### config.mk
export PLATFORM = sky130hd
export DESIGN_NAME = dpac_core
export DESIGN_NICKNAME = d
export VERILOG_FILES = /design/src/hdl/dpac_pkg.sv /design/src/hdl/dpac_core.sv
export SDC_FILE = /design/constraint.sdc
export NUM_CORES = 1
export LEC_CHECK = 0
export BUFFER_PORTS_ARGS = -buffer_cell sky130_fd_sc_hd__buf_2
export CORE_MARGIN = 8
export CORE_UTILIZATION = 50
export DETAILED_ROUTE_END_ITERATION = 12
export PLACE_DENSITY = 0.75
export SLEW_MARGIN = 20
export SYNTH_ARGS = -nofsm -noshare
export SYNTH_HDL_FRONTEND = slang
export SYNTH_SLANG_ARGS = --single-unit
### constraint.sdc
create_clock -name sys_clk -period 6.5 [get_ports sys_clk]
set_input_delay 1.3 -clock sys_clk [delete_from_list [all_inputs] [get_ports sys_clk]]
set_output_delay 1.3 -clock sys_clk [all_outputs]
set_load 0.05 [all_outputs]
### src/hdl/dpac_pkg.sv
// constants and carrier types of the phase accumulator synthesis core
// assumes one 100 MHz system clock; reference clock arrives as a sampled level
`default_nettype none
package dpac_pkg;

    localparam int unsigned ACC_W   = 32;
    localparam int unsigned PHASE_W = 14;
    localparam int unsigned DAC_W   = 10;
    localparam int unsigned POFF_W  = 5;
    localparam int unsigned WAIT_W  = 5;
    localparam int unsigned GAP_W   = 8;

    // offset-binary sample codes, magnitude limit and phase constants
    localparam logic [DAC_W-1:0]   MIDSCALE = 10'h200;
    localparam logic [8:0]         MAG_MAX  = 9'h1FF;
    localparam logic [PHASE_W-1:0] QUARTER  = 14'h1000;
    localparam logic [PHASE_W:0]   HALF_SPAN = 15'h2000;

    // latency from update strobe to output, in reference ticks
    localparam int unsigned FREQ_LAT_CYC   = 18;
    localparam int unsigned PHASE_LAT_CYC  = 13;
    localparam int unsigned FREQ_PIPE_CYC  = 3;
    localparam int unsigned PHASE_PIPE_CYC = 2;
    localparam logic [WAIT_W-1:0] FREQ_WAIT =
        WAIT_W'(FREQ_LAT_CYC - FREQ_PIPE_CYC - 1);
    localparam logic [WAIT_W-1:0] PHASE_WAIT =
        WAIT_W'(PHASE_LAT_CYC - PHASE_PIPE_CYC - 1);

    // reference rate supervision; longest period rounds down
    localparam int unsigned SYS_CLK_KHZ    = 100000;
    localparam int unsigned REF_MIN_KHZ    = 1000;
    localparam logic [GAP_W-1:0] MAX_PERIOD_CYC =
        GAP_W'(SYS_CLK_KHZ / REF_MIN_KHZ);

    // least master reset width the controller must give, reference ticks
    localparam int unsigned RESET_MIN_CYC  = 5;

    typedef struct packed {
        logic [POFF_W-1:0] phase;
        logic              power_down;
        logic [1:0]        control;
        logic [ACC_W-1:0]  freq;
    } dpac_prog_t;

    typedef enum logic [2:0] {
        MODE_RUN  = 3'b001,
        MODE_PD   = 3'b010,
        MODE_SLOW = 3'b100
    } dpac_mode_t;

endpackage
`default_nettype wire

### src/hdl/dpac_core.sv
// numerically controlled oscillator core: accumulator, cosine map, dac feed
// assumes the programming word arrives whole from an outside loader and that
// reference_clock, tuning_update_strobe and master_reset are synchronous
`timescale 1ns/1ps
`default_nettype none
module dpac_core
    import dpac_pkg::*;
(
    input  wire logic              sys_clk,
    input  wire logic              nrst,
    input  wire logic              master_reset,
    input  wire logic              reference_clock,
    input  wire logic              prog_load,
    input  wire dpac_prog_t        prog_word,
    input  wire logic              tuning_update_strobe,
    output logic [DAC_W-1:0]       dac_sample,
    output logic                   sample_valid,
    output logic                   powered_down,
    output logic                   clock_too_slow
);

////////////////////////////////////////////////////////////////////////////
// reset release

    logic rst_meta;
    logic rst_n;

    always_ff @(posedge sys_clk or negedge nrst) begin
        if (!nrst) begin
            rst_meta <= 1'b0;
            rst_n    <= 1'b0;
        end else begin
            rst_meta <= 1'b1;
            rst_n    <= rst_meta;
        end
    end

////////////////////////////////////////////////////////////////////////////
// input side: tick detect, rate supervision, data input register

    logic             ref_q;
    logic             strobe_q;
    logic [GAP_W-1:0] gap;
    logic             slow;
    dpac_prog_t       data_reg;
    logic             next_ref_q;
    logic             next_strobe_q;
    logic [GAP_W-1:0] next_gap;
    logic             next_slow;
    dpac_prog_t       next_data_reg;
    logic             tick;
    logic             update;

    assign tick   = reference_clock & ~ref_q;
    assign update = tuning_update_strobe & ~strobe_q;

    always_comb begin
        next_ref_q    = reference_clock;
        next_strobe_q = tuning_update_strobe;
        next_gap      = gap;
        next_slow     = slow;
        next_data_reg = data_reg;
        if (tick) begin
            next_gap = '0;
            // period within limit brings the core back by itself
            if (gap < MAX_PERIOD_CYC) begin
                next_slow = 1'b0;
            end
        end else if (gap != MAX_PERIOD_CYC) begin
            next_gap = gap + 1'b1;
        end else begin
            // no edge for a full minimum period: clock too slow
            next_slow = 1'b1;
        end
        // master reset leaves the loaded word alone
        if (prog_load) begin
            next_data_reg = prog_word;
        end
        if (master_reset) begin
            next_slow = 1'b0;
            next_gap  = '0;
        end
    end

    always_ff @(posedge sys_clk or negedge rst_n) begin
        if (!rst_n) begin
            ref_q    <= 1'b0;
            strobe_q <= 1'b0;
            gap      <= '0;
            slow     <= 1'b0;
            data_reg <= '0;
        end else begin
            ref_q    <= next_ref_q;
            strobe_q <= next_strobe_q;
            gap      <= next_gap;
            slow     <= next_slow;
            data_reg <= next_data_reg;
        end
    end

////////////////////////////////////////////////////////////////////////////
// core: update latency, mode, accumulator and cosine pipeline

    dpac_mode_t          mode;
    logic                pd_bit;
    logic [ACC_W-1:0]    pend_freq;
    logic [POFF_W-1:0]   pend_phase;
    logic                freq_pend;
    logic                phase_pend;
    logic [WAIT_W-1:0]   freq_wait;
    logic [WAIT_W-1:0]   phase_wait;
    logic [ACC_W-1:0]    incr;
    logic [POFF_W-1:0]   poff;
    logic [ACC_W-1:0]    acc;
    logic [PHASE_W-1:0]  trunc;
    logic [DAC_W-1:0]    sample;
    logic                valid;

    dpac_mode_t          next_mode;
    logic                next_pd_bit;
    logic [ACC_W-1:0]    next_pend_freq;
    logic [POFF_W-1:0]   next_pend_phase;
    logic                next_freq_pend;
    logic                next_phase_pend;
    logic [WAIT_W-1:0]   next_freq_wait;
    logic [WAIT_W-1:0]   next_phase_wait;
    logic [ACC_W-1:0]    next_incr;
    logic [POFF_W-1:0]   next_poff;
    logic [ACC_W-1:0]    next_acc;
    logic [PHASE_W-1:0]  next_trunc;
    logic [DAC_W-1:0]    next_sample;
    logic                next_valid;

    logic [PHASE_W-1:0]  shifted;
    logic [PHASE_W-1:0]  pq;
    logic [PHASE_W-1:0]  xq;
    logic [2*PHASE_W-1:0] prod;
    logic [8:0]          mag;
    logic                run_tick;

    // quarter-turn advance turns a sine fold into cosine
    always_comb begin
        pq   = trunc + QUARTER;
        xq   = {1'b0, pq[PHASE_W-2:0]};
        // parabola per half turn; cheap, a few percent off a true cosine
        prod = xq * PHASE_W'(HALF_SPAN - {1'b0, xq});
        mag  = prod[24] ? MAG_MAX : prod[23:15];
    end

    assign run_tick = tick & (mode == MODE_RUN);

    always_comb begin
        next_pd_bit     = pd_bit;
        next_pend_freq  = pend_freq;
        next_pend_phase = pend_phase;
        next_freq_pend  = freq_pend;
        next_phase_pend = phase_pend;
        next_freq_wait  = freq_wait;
        next_phase_wait = phase_wait;
        next_incr       = incr;
        next_poff       = poff;
        next_acc        = acc;
        next_trunc      = trunc;
        next_sample     = sample;
        next_valid      = 1'b0;
        shifted         = '0;

        // latency counters run on reference ticks
        if (tick && freq_pend) begin
            if (freq_wait == '0) begin
                next_incr      = pend_freq;
                next_freq_pend = 1'b0;
            end else begin
                next_freq_wait = freq_wait - 1'b1;
            end
        end
        if (tick && phase_pend) begin
            if (phase_wait == '0) begin
                next_poff       = pend_phase;
                next_phase_pend = 1'b0;
            end else begin
                next_phase_wait = phase_wait - 1'b1;
            end
        end
        // accumulator untouched here, so the wave stays continuous
        if (update) begin
            next_pend_freq  = data_reg.freq;
            next_pend_phase = data_reg.phase;
            next_freq_pend  = 1'b1;
            next_phase_pend = 1'b1;
            next_freq_wait  = FREQ_WAIT;
            next_phase_wait = PHASE_WAIT;
            next_pd_bit     = data_reg.power_down;
        end

        if (run_tick) begin
            // carry out of the top is simply dropped
            next_acc   = acc + incr;
            shifted    = {poff, {(PHASE_W-POFF_W){1'b0}}};
            next_trunc = acc[ACC_W-1 -: PHASE_W]
                       + shifted;
            next_sample = pq[PHASE_W-1]
                        ? MIDSCALE - {1'b0, mag}
                        : MIDSCALE + {1'b0, mag};
            next_valid  = 1'b1;
        end else if (mode != MODE_RUN) begin
            // idle dac sits at midscale while shut down
            next_sample = MIDSCALE;
        end

        // clearing acc and pipeline lets phase zero walk out
        if (master_reset) begin
            next_pd_bit     = 1'b0;
            next_pend_freq  = '0;
            next_pend_phase = '0;
            next_freq_pend  = 1'b0;
            next_phase_pend = 1'b0;
            next_freq_wait  = '0;
            next_phase_wait = '0;
            next_incr       = '0;
            next_poff       = '0;
            next_acc        = '0;
            next_trunc      = '0;
            next_sample     = MIDSCALE;
            next_valid      = 1'b0;
        end
    end

    // manual power-down outranks the slow-clock shutdown
    always_comb begin
        case (mode)
            MODE_RUN,
            MODE_PD,
            MODE_SLOW: begin
                if (next_pd_bit) begin
                    next_mode = MODE_PD;
                end else if (next_slow) begin
                    next_mode = MODE_SLOW;
                end else begin
                    next_mode = MODE_RUN;
                end
            end
            default: begin
                next_mode = MODE_RUN;
            end
        endcase
    end

    always_ff @(posedge sys_clk or negedge rst_n) begin
        if (!rst_n) begin
            mode       <= MODE_RUN;
            pd_bit     <= 1'b0;
            pend_freq  <= '0;
            pend_phase <= '0;
            freq_pend  <= 1'b0;
            phase_pend <= 1'b0;
            freq_wait  <= '0;
            phase_wait <= '0;
            incr       <= '0;
            poff       <= '0;
            acc        <= '0;
            trunc      <= '0;
            sample     <= MIDSCALE;
            valid      <= 1'b0;
        end else begin
            mode       <= next_mode;
            pd_bit     <= next_pd_bit;
            pend_freq  <= next_pend_freq;
            pend_phase <= next_pend_phase;
            freq_pend  <= next_freq_pend;
            phase_pend <= next_phase_pend;
            freq_wait  <= next_freq_wait;
            phase_wait <= next_phase_wait;
            incr       <= next_incr;
            poff       <= next_poff;
            acc        <= next_acc;
            trunc      <= next_trunc;
            sample     <= next_sample;
            valid      <= next_valid;
        end
    end

////////////////////////////////////////////////////////////////////////////
// outputs

    assign dac_sample     = sample;
    assign sample_valid   = valid;
    assign powered_down   = (mode != MODE_RUN);
    assign clock_too_slow = (mode == MODE_SLOW);

endmodule
`default_nettype wire

==> flow_summary.rst, run 1 <==
.. list-table::
   :header-rows: 1

   * - Metric
     - Value
   * - Max reg flops
     - 38
   * - Most common cell in the netlist
     - sky130_fd_sc_hd__nand2_1
   * - Synth Instances
     - around 1,700
   * - Slack of the worst reg-to-reg path
     - -0.74 ns
   * - Placement Rows
     - between 60 and 70
   * - Overall die area
     - ~37,000 µm²
   * - Share of synthesized area occupied by flip-flops and latches
     - 0.317
   * - Required time at the endpoint of the critical path
     - 6.85 ns
   * - CP Buf/Inv Count
     - 5
   * - Final period util
     - 1.11
   * - Worst hold margin
     - around 0.21 ns
   * - Maximum cell stage delay along the critical path
     - approximately 0.55 ns
   * - Minimum clock period
     - roughly 7.2 ns
   * - Unrepaired setup endpoints after global routing
     - yes
   * - Wire length of the first global-routing pass
     - 60,900 µm
   * - Wire per inst
     - around 16 µm
   * - Startpoint-to-endpoint class of the critical path
     - flip-flop to flip-flop
   * - Highest fanout seen on the critical path
     - 5
   * - Reg2Reg Capture Point
     - dac_sample[6]
   * - Placement-stage worst setup slack
     - -0.996 ns
   * - Post-synth top cells
     - 252 x sky130_fd_sc_hd__nand2_1, 196 x sky130_fd_sc_hd__dfrtp_1, 195 x sky130_fd_sc_hd__inv_1
   * - Cell type with the largest total area after synthesis
     - sky130_fd_sc_hd__dfrtp_1
   * - Relative slew slack
     - 0.333
   * - YS warnings
     - 0
   * - Run status
     - complete, but fails checks
   * - Slew Limit Fails
     - 0
   * - Worst-path clk slew
     - ~0.08 ns
   * - Most area-consuming cells after synthesis
     - sky130_fd_sc_hd__dfrtp_1 31%, sky130_fd_sc_hd__fa_1 17%, sky130_fd_sc_hd__ha_1 9.2%
   * - Number of antenna violations at the first check in global routing
     - 0
   * - Largest net degree at the start of global routing
     - 178
   * - I/O Buffers
     - between 50 and 60
   * - Layout Nets
     - between 2,000 and 2,500
   * - Layout overhead on the synthesized area
     - 16.6%
   * - Worst slew pin tran
     - 1.00 ns
   * - Number of library cell types mapped by synthesis
     - 72
   * - Vias
     - approximately 12,000
   * - Arrival @ worst endpoint
     - between 7 and 8 ns
   * - Drt total wl
     - ~36,000 µm
   * - Number of hold buffers added after cts
     - 0
   * - Y dimension of the die
     - between 150 and 200 µm
   * - Length of the first detailed-routing pass in iterations
     - 5
   * - Worst-skew pair later-pin latency
     - approximately 0.44 ns
   * - Overflow left after global routing
     - 0
   * - Critical Path Sink Type
     - flip-flop
   * - Ys async rst share
     - 1.00
   * - Clock Path Buffers
     - 2
   * - Family with the most delay on the worst path
     - adder cells
   * - Hold crit path type
     - flip-flop to asynchronous set/reset pin
   * - Floorplan core area
     - slightly above 30,000 µm²
   * - Number of DRC markers in iteration 0
     - between 700 and 800
   * - EDFF count, synth
     - 0
   * - Type of element launching the critical path
     - flip-flop
   * - Fin. Hold Viols
     - 0
   * - Leak
     - slightly below 9 nW
   * - Overall routing resource usage
     - 0.201
   * - Setup-failing EPs final
     - 10
   * - Antenna Nets Post-Route
     - 0
   * - Register bit total from synthesis
     - between 150 and 200
   * - Worst setup skew after layout
     - 0.0104 ns
   * - Top Ports
     - between 50 and 60
   * - R2r worst-path depth
     - 30
   * - Initial standard-cell utilization of the core
     - 0.509
   * - Number of global-route vias before repair
     - 12,800
   * - Final Power
     - roughly 2.8 mW
   * - Max capacitance violation total
     - 0
   * - CTS H-tree lvls
     - 4
   * - Power density over cell area
     - between 150 and 200 nW/µm²
   * - Achievable clock frequency
     - between 100 and 150 MHz
   * - Total number of clock tree sinks
     - about 200
   * - Count of inserted antenna diode cells
     - 0
   * - Post-Synthesis Cell Area
     - 15,600 µm²
   * - Count of unresolved DRC violations after routing
     - 0
   * - Slowest-stage cell, CP
     - sky130_fd_sc_hd__fa_1
   * - Clock tree from TritonCTS
     - built
   * - Post-synth top area share
     - 0.314
   * - Origin of the critical flop-to-flop path
     - trunc[1]
   * - Die X
     - roughly 190 µm
   * - CTS buffer count
     - 17
   * - Peak VDD IR
     - roughly 0.00020 V
   * - Half-perimeter wire length of the detailed placement result
     - between 20,000 and 30,000 µm
   * - Failing checks
     - negative setup slack
   * - Share of post-route cells with drive strength above 1
     - 0.203
   * - Final RePlAce weighted congestion
     - between 0.8 and 0.9
   * - Post-Synthesis Mean Instance Area
     - roughly 9.4 µm²
   * - Post-route setup slack
     - -0.736 ns
   * - Clock root buffer
     - sky130_fd_sc_hd__clkbuf_16
   * - Post-DR vias/cell
     - ~5.4
   * - Post-synth top flop
     - sky130_fd_sc_hd__dfrtp_1
   * - # fillers
     - roughly 2,500
## how the worst max path moves through the flow
stage                   from       endpoint  slack (ns)  cells past startpoint
floorplan           trunc[0]  dac_sample[8]       -0.59                     32
finish              trunc[1]  dac_sample[6]       -0.74                     30
global placement    trunc[0]  dac_sample[7]       -0.86                     29
detailed placement  trunc[0]  dac_sample[6]        -1.0                     31
CTS                 trunc[1]  dac_sample[4]       -0.56                     28
global route        trunc[1]  dac_sample[6]       -1.01                     30
## through the flow
step / utilization / TNS [ns] / area [µm²] / instances
floorplan: - / -3.77 / 15800 / 1674
CTS: 0.591 / -3.63 / 18100 / 2201
finish: 0.594 / -5.16 / 18200 / 2207
global placement: 0.557 / -7.15 / 17100 / 2154
detailed placement: 0.557 / -8.44 / 17100 / 2154
global route: 0.594 / -8.43 / 18200 / 2207
## what timing repair did
action | 4_1_cts | 5_1_grt
setup endpoints to repair | 10 | 10
pin swaps | 61 | 15
buffers inserted | 15 | 6
gates resized for setup | 81 | 11
## worst reg2reg max path, delay by kind of cell (launching register included)
family,cells,cell delay [ns]
and+or+nand+nor,8,1.44
adders and majority gates,9,3.20
AOI/OAI and AO/OA,8,1.72
DFF,1,0.43
buffers and inverters,5,0.35
## logic make-up after synthesis
| kind of cell | count (synthesis) | share of synthesized area |
|---|---|---|
| compound gates | 272 | 0.110 |
| xor+xnor | 62 | 0.0357 |
| fa+ha+maj | 247 | 0.261 |
| buf+inv | 268 | 0.0652 |
| flops | 198 | 0.317 |
| mux | 49 | 0.0347 |
| other cells | 2 | 0.000481 |
| simple gates | 566 | 0.175 |
## power by group
| group | internal (mW) | leakage, nW | switching, mW |
|---|---|---|---|
| combinational | 0.188 | 5.93 | 0.262 |
| clock | 0.576 | 0.285 | 0.492 |
| sequential | 1.28 | 2.63 | 0.0344 |
## routing by layer
layer	GRT usage	part of all wire	vias to the layer above
li1	-	-	5644
met1	0.250	0.42	5965
met2	0.353	0.51	205
met3	0.0295	0.032	67
met4	0.0708	0.029	0
met5	0	0	-
## cell usage in the layout (no fill, tap or decap), types with 8 or more instances in the layout
cell,n
sky130_fd_sc_hd__buf_2,55
sky130_fd_sc_hd__fa_1,129
sky130_fd_sc_hd__nand2b_4,9
sky130_fd_sc_hd__inv_1,184
sky130_fd_sc_hd__nand2_1,247
sky130_fd_sc_hd__ha_4,10
sky130_fd_sc_hd__conb_1,12
sky130_fd_sc_hd__and2_1,15
sky130_fd_sc_hd__o21bai_1,11
sky130_fd_sc_hd__xnor2_1,36
sky130_fd_sc_hd__o21ai_0,19
sky130_fd_sc_hd__nor3_1,14
sky130_fd_sc_hd__nor2b_1,49
sky130_fd_sc_hd__clkbuf_16,17
sky130_fd_sc_hd__inv_2,10
sky130_fd_sc_hd__nor2_1,73
sky130_fd_sc_hd__ha_1,100
sky130_fd_sc_hd__a21o_1,29
sky130_fd_sc_hd__dfrtp_1,193
sky130_fd_sc_hd__xor2_1,24
sky130_fd_sc_hd__nand3_1,14
sky130_fd_sc_hd__buf_4,114
sky130_fd_sc_hd__nand2b_1,57
sky130_fd_sc_hd__o21ai_1,8
sky130_fd_sc_hd__a21oi_1,143
sky130_fd_sc_hd__mux2i_1,8
sky130_fd_sc_hd__mux2_2,40
sky130_fd_sc_hd__a211oi_1,9
## cell type report
cell class | count | area [µm²] | share of cell area
clock buffers | 20 | 437 | 0.0240
inverters | 196 | 742 | 0.0407
multi-input cells | 1208 | 10200 | 0.560
repair buffers | 177 | 1230 | 0.0675
well taps | 396 | 495 | 0.0272
clock inverters | 12 | 148 | 0.00811
flip-flops and latches | 198 | 4960 | 0.273
Note: power is estimated with default switching activity, not from simulation.
==> run 2: changes to the inputs <==
--- a/config.mk
+++ b/config.mk
@@ -9,7 +9,7 @@
 export CORE_MARGIN = 8
 export CORE_UTILIZATION = 50
 export DETAILED_ROUTE_END_ITERATION = 12
-export PLACE_DENSITY = 0.75
+export PLACE_DENSITY = 0.67
 export SLEW_MARGIN = 20
 export SYNTH_ARGS = -nofsm -noshare
 export SYNTH_HDL_FRONTEND = slang
==> flow_summary.rst, run 2 (same netlist as run 1, synthesis figures left out) <==
.. list-table::
   :header-rows: 1

   * - Metric
     - Value
   * - Number of DRC markers in iteration 0
     - about 620
   * - Final RePlAce weighted congestion
     - roughly 0.86
   * - Setup-failing EPs final
     - 10
   * - Startpoint-to-endpoint class of the critical path
     - flip-flop to flip-flop
   * - Top Ports
     - between 50 and 60
   * - Last element of the critical path
     - dac_sample[4]
   * - Number of global-route vias before repair
     - 12,800
   * - Leak
     - 8.88 nW
   * - Clock tree from TritonCTS
     - built
   * - Area of the multi-input gates
     - a little over 10,000 µm²
   * - Count of inserted antenna diode cells
     - 0
   * - Worst setup skew after layout
     - ~0.021 ns
   * - Achievable clock frequency
     - 141 MHz
   * - Vias
     - ~12,000
   * - Slack of the worst reg-to-reg path
     - -0.61 ns
   * - Number of antenna violations at the first check in global routing
     - 2
   * - Post-DR vias/cell
     - approximately 5.3
   * - Length of the first detailed-routing pass in iterations
     - 5
   * - Clock Path Buffers
     - 2
   * - Hold crit path type
     - flip-flop to asynchronous set/reset pin
   * - Unrepaired setup endpoints after global routing
     - yes
   * - Worst hold margin
     - 0.231 ns
   * - Final period util
     - 1.09
   * - Drt total wl
     - ~35,000 µm
   * - Half-perimeter wire length of the detailed placement result
     - roughly 26,000 µm
   * - Layout overhead on the synthesized area
     - 17.6%
   * - Sequential cell area
     - 4960 µm²
   * - Leading cell types in the layout, fill and taps excluded
     - 245 x sky130_fd_sc_hd__nand2_1, 193 x sky130_fd_sc_hd__dfrtp_1, 184 x sky130_fd_sc_hd__inv_1
   * - Placement Rows
     - 64
   * - Run status
     - complete, but fails checks
   * - Wire per inst
     - 16.0 µm
   * - Failing checks
     - negative setup slack
   * - Antenna Nets Post-Route
     - 0
   * - Fin util
     - 0.599
   * - Maximum cell stage delay along the critical path
     - between 0.5 and 0.6 ns
   * - Reg2Reg Capture Point
     - dac_sample[4]
   * - Y dimension of the die
     - 193 µm
   * - Relative slew slack
     - 0.331
   * - Count of unresolved DRC violations after routing
     - 0
   * - Overall die area
     - 37,100 µm²
   * - Fin. Hold Viols
     - 0
   * - Overflow left after global routing
     - 0
   * - Number of hold buffers added after cts
     - 0
   * - Minimum clock period
     - about 7.1 ns
   * - Slowest-stage cell, CP
     - sky130_fd_sc_hd__fa_1
   * - Cell total after placement
     - around 2,200
   * - Peak VDD IR
     - just under 0.0002 V
   * - Worst slew pin tran
     - roughly 1 ns
   * - Slew Limit Fails
     - 0
   * - Final std cells w/o fill
     - 2,207
   * - Wire length of the first global-routing pass
     - 60,900 µm
   * - Required time at the endpoint of the critical path
     - about 7 ns
   * - Type of element launching the critical path
     - flip-flop
   * - Highest fanout seen on the critical path
     - 5
   * - Share of post-route cells with drive strength above 1
     - 0.206
   * - Total number of clock tree sinks
     - just under 200
   * - Overall routing resource usage
     - 0.201
   * - # fillers
     - 2,609
   * - CTS buffer count
     - 17
   * - Clock root buffer
     - sky130_fd_sc_hd__clkbuf_16
   * - Worst-path clk slew
     - about 0.09 ns
   * - Max capacitance violation total
     - 0
   * - Worst-skew pair later-pin latency
     - between 0.4 and 0.5 ns
   * - Most frequent CP cell
     - sky130_fd_sc_hd__fa_1
   * - Largest net degree at the start of global routing
     - 176
   * - CTS H-tree lvls
     - 4
   * - Die X
     - between 150 and 200 µm
   * - Arrival @ worst endpoint
     - 7.45 ns
   * - Initial standard-cell utilization of the core
     - 0.509
   * - Critical Path Sink Type
     - flip-flop
   * - Post-route setup slack
     - -0.608 ns
   * - Max reg flops
     - 38
   * - Layout Nets
     - between 2,000 and 2,500
   * - Origin of the critical flop-to-flop path
     - trunc[0]
   * - R2r worst-path depth
     - 28
   * - Total negative slack for setup checks
     - -4.47 ns
   * - Most common cell after layout, fill and taps aside
     - sky130_fd_sc_hd__nand2_1
   * - Power density over cell area
     - about 160 nW/µm²
   * - Floorplan core area
     - between 30,000 and 40,000 µm²
   * - Crit path launch
     - trunc[0]
   * - I/O Buffers
     - 56
run 2: cell types whose count changed in the layout (fill, tap and decap cells not counted), sizes merged:
cell      delta
inv          +8
bufinv       -1
clkbuf       -3
clkinvlp     -1
clkinv       -3
run 2: stage by stage:
step	power [mW]	instance area [µm²]	worst slack (ns)
final	2.89	18400	-0.608
after global routing	3.01	18400	-0.889
after CTS	2.90	18100	-0.585
after detailed placement	1.75	17100	-0.957
after global placement	1.74	17100	-0.838
after floorplan	1.62	15800	-0.589
run 2: how the worst min path moves through the flow:
stage / from / endpoint / slack [ns] / cells after the start
after floorplan: rst_meta / rst_n / 0.33 / 0
after global placement: rst_n / gap[1] / 0.23 / 0
after detailed placement: rst_n / gap[3] / 0.24 / 0
after CTS: rst_n / gap[3] / 0.25 / 0
after global routing: rst_n / dac_sample[7] / 0.27 / 0
final: rst_n / gap[3] / 0.23 / 0
run 2: cell type report:
cell class / count / share of cell area
multi-input cells: 1208 / 0.559
flip-flops and latches: 198 / 0.270
repair buffers: 177 / 0.0683
inverters: 196 / 0.0405
well taps: 396 / 0.0270
clock buffers: 17 / 0.0232
clock inverters: 15 / 0.0116
run 2: worst max-delay path, delay by kind of cell, from the launching register on:
kind,cells,cell delay (ns)
adder cells (fa/ha/maj),9,3.34
AND/OR/NAND/NOR,11,2.03
AO/OA/AOI/OAI,4,0.97
flip-flops,1,0.46
buffers and inverters,4,0.21
run 2: metal layers:
| metal | vias to the layer above | wire (µm) | global-route usage |
|---|---|---|---|
| li1 | 5664 | - | - |
| met4 | 2 | 778 | 0.0590 |
| met1 | 5928 | 15500 | 0.253 |
| met2 | 162 | 18100 | 0.357 |
| met5 | - | 13 | 0 |
| met3 | 46 | 883 | 0.0257 |
run 2: report_power, final:
part / total (mW) / internal [mW] / leakage [nW] / switching, mW
registers: 1.32 / 1.28 / 2.63 / 0.0348
clock network: 1.13 / 0.570 / 0.311 / 0.559
logic: 0.443 / 0.185 / 5.94 / 0.257
total: 2.89 / 2.04 / 8.88 / 0.851
run 2: timing repair:
item	4_1_cts	5_1_grt
setup buffers	10	8
pin swaps	47	27
setup endpoints to repair	10	10
gates resized for setup	68	34
